==> src/logic/lfp_pkg.sv <==
// package: constants and types for the led driver fault protection block
package lfp_pkg;
   // clock rate in kHz
   localparam int CLK_KHZ = 100000;
   // sync pin low time before shutdown, in us
   localparam int SYNC_LOW_US = 7;
   localparam int SYNC_LOW_CYC = SYNC_LOW_US * CLK_KHZ / 1000;
   // enable low cycles before low power shutdown (switching clock cycles)
   localparam int EN_LOW_CYC = 32750;
   // undervoltage fall filter, in us
   localparam int UV_FILT_US = 50;
   localparam int UV_FILT_CYC = UV_FILT_US * CLK_KHZ / 1000;
   // 1x input overcurrent timer, in switching cycles
   localparam int OC1_CYC = 10000;
   // 2x input overcurrent shutdown limit, in us
   localparam int OC2_US = 3;
   localparam int OC2_CYC = OC2_US * CLK_KHZ / 1000;
   // operating states, gray coded along off, detect, run
   typedef enum logic [1:0] {
      LFP_OFF    = 2'b00,
      LFP_DETECT = 2'b01,
      LFP_RUN    = 2'b11,
      LFP_LATCH  = 2'b10
   } lfp_state_t;
endpackage

==> src/logic/lfp_fault_ctrl.sv <==
// module: fault protection sequencer for a boost led driver
// Operation
// primary overvoltage stops boost switching immediately
// open string on overvoltage is dropped
// boost resumes when overvoltage clears, unlatched
// switch node overvoltage latches everything off
// latch clears only by shutdown or undervoltage
// string detection completes before boost starts
// current limit ends on-time for one cycle
// secondary switch current limit shuts down immediately
// 1x overcurrent constant current, bounded cycle count
// fault output asserts on entering 1x mode
// 1x clears early, fault drops, normal resumes
// sync pin low past 7us shuts down
// enable low 32750 cycles enters low power
// 2x overcurrent shuts down within 3us
// 2x overcurrent shutdown latches, fault asserted
// low power entry clears all fault latches
// undervoltage disables only after 50us filter
// 1x timer expiry latches off, fault held
`timescale 1ns/1ns
module lfp_fault_ctrl #(
   parameter int NUM_STRINGS = 4,
   parameter int EN_LOW_CYCLES = lfp_pkg::EN_LOW_CYC,
   parameter int OC1_CYCLES = lfp_pkg::OC1_CYC,
   parameter int UV_CYCLES = lfp_pkg::UV_FILT_CYC
) (
   // clock and reset
   input wire logic clk_in,
   input wire logic sys_rst_in,
   // switching cycle start pulse from oscillator
   input wire logic sw_cycle_in,
   // host pins
   input wire logic enable_dim_pin_in,
   input wire logic freq_set_sync_pin_in,
   // analog comparator outputs
   input wire logic ovp_trip_in,
   input wire logic switch_node_ovp_in,
   input wire logic sw_ilim_in,
   input wire logic sw_ilim2_in,
   input wire logic in_oc1x_in,
   input wire logic in_oc2x_in,
   input wire logic uv_fall_in,
   input wire logic [NUM_STRINGS-1:0] string_open_in,
   input wire logic detect_done_in,
   // outputs
   output logic boost_gate_en_out,
   output logic [NUM_STRINGS-1:0] led_sink_pins_en_out,
   output logic disconnect_on_out,
   output logic disconnect_cc_out,
   output logic fault_n_out,
   output logic low_power_out
);
   localparam int EW = $clog2(EN_LOW_CYCLES + 1);
   localparam int OW = $clog2(OC1_CYCLES + 1);
   localparam int UW = $clog2(UV_CYCLES + 1);
   localparam int SYW = $clog2(lfp_pkg::SYNC_LOW_CYC + 1);
   // 2x shutdown deadline in clocks, used as a delay bound below
   localparam int OC2_LIM = lfp_pkg::OC2_CYC;

   // three stage synchronisers for pins and comparators
   logic [2:0] en_s, sy_s, ov_s, sn_s, il_s, i2_s, o1_s, o2_s, uv_s;
   logic [2:0] dd_s;
   logic [NUM_STRINGS-1:0] so_s1, so_s2, so_s3, so_f, next_so_f;
   logic en_f, sy_f, ov_f, sn_f, il_f, i2_f, o1_f, o2_f, uv_f, dd_f;
   logic next_en_f, next_sy_f, next_ov_f, next_sn_f, next_il_f;
   logic next_i2_f, next_o1_f, next_o2_f, next_uv_f, next_dd_f;

   // a level moves once stages two and three agree
   function automatic logic filt(input logic [2:0] s, input logic cur);
      filt = (s[1] == s[2]) ? s[2] : cur;
   endfunction

   always_comb begin
      next_en_f = filt(en_s, en_f);
      next_sy_f = filt(sy_s, sy_f);
      next_ov_f = filt(ov_s, ov_f);
      next_sn_f = filt(sn_s, sn_f);
      next_il_f = filt(il_s, il_f);
      next_i2_f = filt(i2_s, i2_f);
      next_o1_f = filt(o1_s, o1_f);
      next_o2_f = filt(o2_s, o2_f);
      next_uv_f = filt(uv_s, uv_f);
      next_dd_f = filt(dd_s, dd_f);
      // open string flags move as one word once stages two and three agree
      next_so_f = (so_s2 == so_s3) ? so_s3 : so_f;
   end

   always_ff @(posedge clk_in) begin
      if (sys_rst_in) begin
         {en_s, ov_s, sn_s, il_s} <= '0;
         // sync stages start at the filtered level, so no false low count
         sy_s <= 3'h7;
         {i2_s, o1_s, o2_s, uv_s, dd_s} <= '0;
         so_s1 <= '0;
         so_s2 <= '0;
         so_s3 <= '0;
         so_f <= '0;
         {en_f, ov_f, sn_f, il_f, i2_f, o1_f, o2_f, uv_f, dd_f} <= '0;
         sy_f <= 1'b1;
      end else begin
         en_s <= {en_s[1:0], enable_dim_pin_in};
         sy_s <= {sy_s[1:0], freq_set_sync_pin_in};
         ov_s <= {ov_s[1:0], ovp_trip_in};
         sn_s <= {sn_s[1:0], switch_node_ovp_in};
         il_s <= {il_s[1:0], sw_ilim_in};
         i2_s <= {i2_s[1:0], sw_ilim2_in};
         o1_s <= {o1_s[1:0], in_oc1x_in};
         o2_s <= {o2_s[1:0], in_oc2x_in};
         uv_s <= {uv_s[1:0], uv_fall_in};
         dd_s <= {dd_s[1:0], detect_done_in};
         so_s1 <= string_open_in;
         so_s2 <= so_s1;
         so_s3 <= so_s2;
         so_f <= next_so_f;
         en_f <= next_en_f;
         sy_f <= next_sy_f;
         ov_f <= next_ov_f;
         sn_f <= next_sn_f;
         il_f <= next_il_f;
         i2_f <= next_i2_f;
         o1_f <= next_o1_f;
         o2_f <= next_o2_f;
         uv_f <= next_uv_f;
         dd_f <= next_dd_f;
      end
   end

   // sequencer state, counters and latches
   lfp_pkg::lfp_state_t state, next_state;
   logic [EW-1:0] en_cnt, next_en_cnt;
   logic [OW-1:0] oc_cnt, next_oc_cnt;
   logic [UW-1:0] uv_cnt, next_uv_cnt;
   logic [SYW-1:0] sy_cnt, next_sy_cnt;
   logic [NUM_STRINGS-1:0] dropped, next_dropped;
   logic lp, next_lp, uv_off, next_uv_off, sy_off, next_sy_off;
   logic cut, next_cut;
   logic boost, next_boost, disc, next_disc, cc, next_cc;
   logic flt_n, next_flt_n;
   logic [NUM_STRINGS-1:0] sinks, next_sinks;
   logic shutdown;

   // shutdown that clears latches: long enable low or filtered undervoltage
   assign shutdown = lp | uv_off;

   always_comb begin
      next_state = state;
      next_en_cnt = en_cnt;
      next_oc_cnt = oc_cnt;
      next_uv_cnt = uv_cnt;
      next_sy_cnt = sy_cnt;
      next_dropped = dropped;
      next_lp = lp;
      next_uv_off = uv_off;
      next_sy_off = sy_off;
      next_cut = cut;
      // enable low counted in switching cycles; high wakes the device
      if (en_f) begin
         next_en_cnt = '0;
         next_lp = 1'b0;
      end else if (sw_cycle_in && en_cnt < EW'(EN_LOW_CYCLES)) begin
         next_en_cnt = en_cnt + 1'b1;
      end
      if (!en_f && en_cnt >= EW'(EN_LOW_CYCLES))
         next_lp = 1'b1;
      // undervoltage must persist for the filter time
      if (!uv_f) begin
         next_uv_cnt = '0;
         next_uv_off = 1'b0;
      end else if (uv_cnt < UW'(UV_CYCLES)) begin
         next_uv_cnt = uv_cnt + 1'b1;
      end else begin
         next_uv_off = 1'b1;
      end
      // sync low watchdog; release lets the device resume run without a new detection
      if (sy_f) begin
         next_sy_cnt = '0;
         next_sy_off = 1'b0;
      end else if (sy_cnt < SYW'(lfp_pkg::SYNC_LOW_CYC)) begin
         next_sy_cnt = sy_cnt + 1'b1;
      end else begin
         next_sy_off = 1'b1;
      end
      // per cycle limit holds the switch off until next cycle start
      if (il_f)
         next_cut = 1'b1;
      else if (sw_cycle_in)
         next_cut = 1'b0;
      case (state)
         lfp_pkg::LFP_OFF: begin
            next_oc_cnt = '0;
            if (en_f && !shutdown)
               next_state = lfp_pkg::LFP_DETECT;
         end
         lfp_pkg::LFP_DETECT: begin
            // open strings found before boost starts stay out
            next_dropped = so_f;
            if (dd_f)
               next_state = lfp_pkg::LFP_RUN;
            // the 2x input limit is armed in detect as well as run, even before boost starts
            if (o2_f)
               next_state = lfp_pkg::LFP_LATCH;
         end
         lfp_pkg::LFP_RUN: begin
            // an open string behind an overvoltage leaves regulation
            if (ov_f)
               next_dropped = dropped | so_f;
            if (o1_f && sw_cycle_in)
               next_oc_cnt = oc_cnt + 1'b1;
            else if (!o1_f)
               next_oc_cnt = '0;
            if (sn_f || i2_f || o2_f ||
                (o1_f && oc_cnt >= OW'(OC1_CYCLES)))
               next_state = lfp_pkg::LFP_LATCH;
         end
         default: begin
            // held until a shutdown clears it
         end
      endcase
      if (shutdown) begin
         next_state = lfp_pkg::LFP_OFF;
         next_dropped = '0;
         next_oc_cnt = '0;
      end
   end

   // output decode from next state, so outputs stay registered
   always_comb begin
      logic run;
      run = (next_state == lfp_pkg::LFP_RUN) && !next_sy_off && en_f;
      next_boost = run && !next_ov_f && !next_cut && !next_il_f;
      next_sinks = run ? ~next_dropped : '0;
      next_disc = (next_state == lfp_pkg::LFP_DETECT ||
                   next_state == lfp_pkg::LFP_RUN) && !next_sy_off;
      next_cc = next_disc && (next_state == lfp_pkg::LFP_RUN) && next_o1_f;
      // fault flag kept active low in its flop so the pin needs no gate
      next_flt_n = !((next_state == lfp_pkg::LFP_LATCH) ||
                     next_cc);
   end

   always_ff @(posedge clk_in) begin
      if (sys_rst_in) begin
         state <= lfp_pkg::LFP_OFF;
         en_cnt <= '0;
         oc_cnt <= '0;
         uv_cnt <= '0;
         sy_cnt <= '0;
         dropped <= '0;
         lp <= 1'b0;
         uv_off <= 1'b0;
         sy_off <= 1'b0;
         cut <= 1'b0;
         boost <= 1'b0;
         sinks <= '0;
         disc <= 1'b0;
         cc <= 1'b0;
         flt_n <= 1'b1;
      end else begin
         state <= next_state;
         en_cnt <= next_en_cnt;
         oc_cnt <= next_oc_cnt;
         uv_cnt <= next_uv_cnt;
         sy_cnt <= next_sy_cnt;
         dropped <= next_dropped;
         lp <= next_lp;
         uv_off <= next_uv_off;
         sy_off <= next_sy_off;
         cut <= next_cut;
         boost <= next_boost;
         sinks <= next_sinks;
         disc <= next_disc;
         cc <= next_cc;
         flt_n <= next_flt_n;
      end
   end

   assign boost_gate_en_out = boost;
   assign led_sink_pins_en_out = sinks;
   assign disconnect_on_out = disc;
   assign disconnect_cc_out = cc;
   assign fault_n_out = flt_n;
   assign low_power_out = lp;

   // checks
   a_ovp_stops_boost: assert property (
      @(posedge clk_in) disable iff (sys_rst_in) ov_f |-> !boost)
      else $error("boost ran during overvoltage");
   a_sn_latches: assert property (
      @(posedge clk_in) disable iff (sys_rst_in)
      sn_f && state == lfp_pkg::LFP_RUN
      |=> state == lfp_pkg::LFP_LATCH || $past(shutdown))
      else $error("switch node overvoltage not latched");
   a_latch_holds: assert property (
      @(posedge clk_in) disable iff (sys_rst_in)
      state == lfp_pkg::LFP_LATCH && !shutdown
      |=> state == lfp_pkg::LFP_LATCH)
      else $error("latch left without shutdown");
   a_latch_outs_off: assert property (
      @(posedge clk_in) disable iff (sys_rst_in)
      state == lfp_pkg::LFP_LATCH
      |-> !boost && sinks == '0 && !disc && !flt_n)
      else $error("latched outputs wrong");
   a_detect_first: assert property (
      @(posedge clk_in) disable iff (sys_rst_in)
      state == lfp_pkg::LFP_DETECT |-> !boost)
      else $error("boost before detection");
   a_cut_cycle: assert property (
      @(posedge clk_in) disable iff (sys_rst_in) il_f |=> !boost)
      else $error("switch on past current limit");
   a_fault_1x: assert property (
      @(posedge clk_in) disable iff (sys_rst_in) cc |-> !fault_n_out)
      else $error("fault not shown in 1x mode");
   a_sync_off: assert property (
      @(posedge clk_in) disable iff (sys_rst_in)
      sy_off |-> !disc && !boost)
      else $error("sync shutdown ignored");
   a_uv_filter: assert property (
      @(posedge clk_in) disable iff (sys_rst_in)
      $rose(uv_off) |-> $past(uv_f) && $past(uv_cnt) == UW'(UV_CYCLES))
      else $error("undervoltage not filtered");
   // the 2x deadline also covers a start-up that never finishes detection
   a_oc2_off: assert property (
      @(posedge clk_in) disable iff (sys_rst_in)
      o2_f |-> ##[1:OC2_LIM] !disc)
      else $error("2x overcurrent did not shut down");
   c_latch: cover property (@(posedge clk_in) state == lfp_pkg::LFP_LATCH);
   c_lp: cover property (@(posedge clk_in) $rose(lp));
   c_cc: cover property (@(posedge clk_in) $fell(cc) && flt_n);
endmodule

==> config.mk <==
export PLATFORM = sky130hd
export DESIGN_NAME = lfp_fault_ctrl
export DESIGN_NICKNAME = d
export VERILOG_FILES = /design/src/logic/lfp_pkg.sv /design/src/logic/lfp_fault_ctrl.sv
export SDC_FILE = /design/constraint.sdc
export NUM_CORES = 1
export LEC_CHECK = 0
export BUFFER_PORTS_ARGS = -buffer_cell sky130_fd_sc_hd__buf_2
export CELL_PAD_IN_SITES_DETAIL_PLACEMENT = 1
export CELL_PAD_IN_SITES_GLOBAL_PLACEMENT = 2
export CORE_ASPECT_RATIO = 2
export CORE_MARGIN = 2
export CORE_UTILIZATION = 35
export DETAILED_ROUTE_END_ITERATION = 16
export GPL_TIMING_DRIVEN = 1
export PLACE_DENSITY_LB_ADDON = 0.1
export SKIP_LAST_GASP = 1
export SYNTH_ARGS = -nofsm -noshare
export SYNTH_HDL_FRONTEND = slang
export SYNTH_SLANG_ARGS = --single-unit
==> constraint.sdc <==
create_clock -name clk_in -period 4.7 [get_ports clk_in]
set_clock_uncertainty 0.2 [all_clocks]
set_input_delay 1.175 -clock clk_in [delete_from_list [all_inputs] [get_ports clk_in]]
set_output_delay 1.175 -clock clk_in [all_outputs]
set_load 0.01 [all_outputs]
# Word level (Yosys, flattened, before mapping)
# Cells that the tools add are included.
# op_classes
add_sub_neg	4
n_lt_le_gt_ge	5
n_eq_ne	17
muxes	21
n_bitwise	5
reduce_logical	34
# op_table
op	n
14-bit 2-to-1 mux	2
14-bit case mux with 2 select lines	1
15-bit by 1-bit adder with 15-bit output (second input constant)	1
15-bit greater-or-equal comparator (second input constant)	1
15-bit less-than comparator (second input constant)	1
14-bit by 1-bit adder with 14-bit output (second input constant)	1
14-bit greater-or-equal comparator (second input constant)	1
13-bit by 1-bit adder with 13-bit output (second input constant)	1
1-bit logical AND	13
13-bit less-than comparator (second input constant)	1
10-bit by 1-bit adder with 10-bit output (second input constant)	1
1-bit == test	10
10-bit less-than comparator (second input constant)	1
2-bit 2-to-1 mux	5
2-bit OR reduction	5
1-bit 2-to-1 mux	9
4-bit 2-to-1 mux	2
4-bit case mux with 2 select lines	1
1-bit logical NOT	7
2-bit == test (second input constant)	3
2-bit case mux with 3 select lines	1
1-bit logical OR	5
2-bit by 1-bit == test with 1-bit output (second input constant)	2
4-bit == test	1
8 further kinds	10
# word_totals
register_bits	126
in_bits	17
wordCells	125

# Logic depth before layout (Yosys ltp)
# logic_depth
ltp_word	13
depth_mapped	7
mapped_depth_nobuf	7

# Worst setup path after synthesis
# OpenSTA, ideal clock, no wires.
# synth_timing
kind	input-to-reg
start	in sw_cycle_in
end	reg oc_cnt[12]
setup_time_ps	71
arrival_ps	2362
path_slack_ps	2068
stages	6
cell_sequence	buf_6 > inv_4 > or3_1 > buf_2 > or4_1 > a21oi_1
# synth_via
elab_chain_len	3
elab_cells_between_ends	5
classes_between	eq/ne: 1; mux: 2; reduce/logical: 2
# synth_rtl
element	line_no	rtl
start, declared	lfp_fault_ctrl.sv:32	input wire logic sw_cycle_in,
1-bit logical AND (*)	lfp_fault_ctrl.sv:208	if (o1_f && sw_cycle_in)
14-bit 2-to-1 mux / 3-bit != test (equally long branches)	--	
14-bit case mux with 2 select lines / 2-bit AND reduction (equally long branches)	--	
end signal, assigned	lfp_fault_ctrl.sv:261	oc_cnt <= next_oc_cnt;
end, declared	lfp_fault_ctrl.sv:132	logic [OW-1:0] oc_cnt, next_oc_cnt;
# Mark *: on every way between the ends. The rest lies on a longest branch, timed or not.
# A chain may end at the register's enable or synchronous reset.

==> impl_metrics.yaml <==
placement:
  placement.io_buffers: 25
  place.detailed.hpwl_microns: 8133
  gp_congestion: 0.7954
  post_dp_cell_area_sq_um: 5258
global_routing:
  initial_antenna_violation_count: 0
  grt_remaining_overflow: 0
  grt_pass1_wl_microns: 19220
  groute.usage.overall: 0.1643
  grt_start_max_net_pins: 42
  grt_pass1_vias: 4085
sta:
  slew-limit-headroom: 0.3753
  setup_tns_ps: 0
  final.period_utilization: 0.5661
  post-route-min-period_ps: 2661
  setup_viol: 0
  hold_violation_count_in_the_final_report: 0
  finalMaxSlewViolations: 0
  worst_hold_slack_ps: 211.1
  unrepaired_setup_endpoints_after_global_routing: "false"
  worstMarginPinSlew_ps: 930.8
  fmax_mhz: 375.9
critical_path:
  timing_worst_setup_path_type: "input port to flip-flop"
  endpoint_kind: "flip-flop"
  startpoint_type_of_the_worst_setup_path: "input port"
  arrival_ps: 2780
  worstReg2RegStart: "state[0]"
  reg2reg_to: "boost_gate_en_out"
  r2r_cells: 6
  worst_ep_required_time_ps: 4820
  critPathMaxFanout: 25
  regToRegSetupSlack_ps: 2130
layout:
  layout.filler_cells: 1630
  final_cell_area_sq_um: 5936
  seq_area_sq_um: 2522
  flow.area_growth_from_synthesis_pct: 19.50
  proportion_of_layout_cells_with_a_drive_suffix_above_1: 0.1204
  multi_input_comb_area_sq_um: 2300
  finish.net_count: 588
  insertedDiodeCount: 0
die:
  num_rows: 61
  width_of_the_die_microns: 88.24
  initial_core_util: 0.3576
  io_pins: 26
  fp.dieArea_sq_um: 15220
  die_height_microns: 172.5
  placeableCoreArea_sq_um: 13890
logic_synthesis:
  synthesized_area_per_cell_sq_um: 9.319
  post-synth-top-count-cell: "sky130_fd_sc_hd__dfxtp_1"
  synth_common_cells: "sky130_fd_sc_hd__dfxtp_1, sky130_fd_sc_hd__nor2_1, sky130_fd_sc_hd__nor2b_1, sky130_fd_sc_hd__a21oi_1, sky130_fd_sc_hd__nand2_1"
  synth-edff-count: 0
  postSynth.asyncResetShare: 0
  netlist_area_sq_um: 4967
  yosys_warnings: 0
  largest_cells_by_area_after_synthesis: "sky130_fd_sc_hd__dfxtp_1, sky130_fd_sc_hd__nor2b_1, sky130_fd_sc_hd__nor2_1"
  yosysUniqueCellTypes: 54
  synth_sequential_area_ratio: 0.5078
  ys_seq_elements: 126
  synth.largest_area_cell: "sky130_fd_sc_hd__dfxtp_1"
  syn_inst: 533
  synth_flop_cell: "sky130_fd_sc_hd__dfxtp_1"
  synthesis.nets: 561
  synth_top_cell_area_share: 0.5078
run_status:
  outcome: "complete, no violations"
clocking:
  cts_root_buf: "sky130_fd_sc_hd__clkbuf_16"
  postCtsSetupBuffers: 0
  clock_sinks: 126
  post_cts_hold_buffer_count: 0
  tritoncts.num_buffers: 17
  cts_repair_resize_count: 0
  clk-insertion-delay-late_ps: 420
  clk_path_buf_depth: 2
  tritoncts: "done"
  clk_pin_slew_ps: 60
  htreeDepth: 4
drt:
  drt_pass1_iterations: 4
  drt-wirelength-per-cell_microns: 14.73
  detailroute.via_count: 3765
  vias_per_cell: 4.941
  drt_iter0_drc: 79
  detail_route.drc_violations: 0
  wirelength_microns: 11220
  ant_nets: 0
hold_path:
  hold_depth: 1
  hold_path.startpoint: "sy_s[0]"
  min_delay_worst_endpoint: "sy_s[1]"
  worst_hold_path_type: "flip-flop to flip-flop"
power:
  power.total_mw: 2.647
  leakagePower_nw: 2.167
  power.ir.vdd_worst_v: 0.0002311
  cellPowerDensity_nw_per_um2: 446.0
flow_run:
  cap_viol_max_count: 0
layout by cell type, fill, tap and decap left out, types with 3 or more instances in the layout:
master,n
sky130_fd_sc_hd__a211oi_1,10
sky130_fd_sc_hd__a21o_1,3
sky130_fd_sc_hd__a21oi_1,30
sky130_fd_sc_hd__a22oi_1,5
sky130_fd_sc_hd__a31oi_1,7
sky130_fd_sc_hd__a41oi_1,3
sky130_fd_sc_hd__and3_1,6
sky130_fd_sc_hd__and4_1,4
sky130_fd_sc_hd__buf_2,25
sky130_fd_sc_hd__bufinv_16,6
sky130_fd_sc_hd__clkbuf_16,17
sky130_fd_sc_hd__dfxtp_1,126
sky130_fd_sc_hd__ha_1,11
sky130_fd_sc_hd__inv_1,16
sky130_fd_sc_hd__mux2i_1,6
sky130_fd_sc_hd__nand2_1,29
sky130_fd_sc_hd__nand2b_1,3
sky130_fd_sc_hd__nand3_1,18
sky130_fd_sc_hd__nand4_1,11
sky130_fd_sc_hd__nor2_1,71
sky130_fd_sc_hd__nor2b_1,44
sky130_fd_sc_hd__nor3_1,8
sky130_fd_sc_hd__nor4_1,3
sky130_fd_sc_hd__o211ai_1,3
sky130_fd_sc_hd__o21a_1,4
sky130_fd_sc_hd__o21ai_0,19
sky130_fd_sc_hd__or2_2,5
sky130_fd_sc_hd__or3_1,3
sky130_fd_sc_hd__xnor2_1,27
sky130_fd_sc_hd__xor2_1,13
report_power, final:
group,internal [mW],switching [mW]
logic,0.0230,0.0269
registers,1.09,0.00819
clock network,1.01,0.491
per-stage QoR:
step	cells	setup WS, ps	util
2_1_floorplan	533	2068	-
3_3_place_gp	730	1620	0.3785
3_5_place_dp	730	1539	0.3785
4_1_cts	762	1981	0.4273
5_1_grt	762	1797	0.4273
6_report	762	2039	0.4273
worst max path at each step:
stage / from / endpoint / slack [ps]
detailed placement: sys_rst_in / led_sink_pins_en_out[2] / 1540
global route: state[0] / boost_gate_en_out / 1800
finish: sys_rst_in / boost_gate_en_out / 2040
global placement: sys_rst_in / boost_gate_en_out / 1620
floorplan: sw_cycle_in / oc_cnt[12] / 2070
CTS: sys_rst_in / led_sink_pins_en_out[2] / 1980
metal layers:
metal	track usage	part of all wire	vias to the layer above
li1	-	-	1882
met5	0	0	-
met3	0.04344	0.023	17
met1	0.1541	0.38	1830
met2	0.3197	0.58	36
met4	0.07049	0.023	0
cell type report:
| cell class | count | area share |
|---|---|---|
| inverter | 17 | 0.01117 |
| clock inverter | 13 | 0.03963 |
| tap | 189 | 0.03984 |
| multi-input combinational | 372 | 0.3874 |
| timing repair buffer | 26 | 0.02234 |
| clock buffer | 19 | 0.07462 |
| sequential | 126 | 0.4250 |
cells by family after synthesis:
logic type	after synthesis	synth area share
flops	126	0.5078
simple gates	219	0.2295
fa+ha+maj	12	0.02972
xor+xnor	40	0.07053
buf+inv	35	0.02922
compound gates	95	0.1212
mux	6	0.01209
worst max-delay path, cell delays in order:
cell	delay, ps
sky130_fd_sc_hd__buf_2	240
sky130_fd_sc_hd__or3_1	550
sky130_fd_sc_hd__a211oi_1	280
sky130_fd_sc_hd__o211ai_1	230
sky130_fd_sc_hd__nor4bb_1	300
sequential cells by signal, summed over array words and instances, names as in the netlist, 2 cells and up:
signal and flops:
dd_s 3, dropped 4, en_cnt 15, en_s 3, i2_s 3, il_s 3
led_sink_pins_en_out 4, o1_s 3, o2_s 3, oc_cnt 14, ov_s 3, sn_s 3
so_f 4, so_s1 4, so_s2 4, so_s3 4, state 2, sy_cnt 10
sy_s 3, uv_cnt 13, uv_s 3
(Power assumes the default switching activity.)
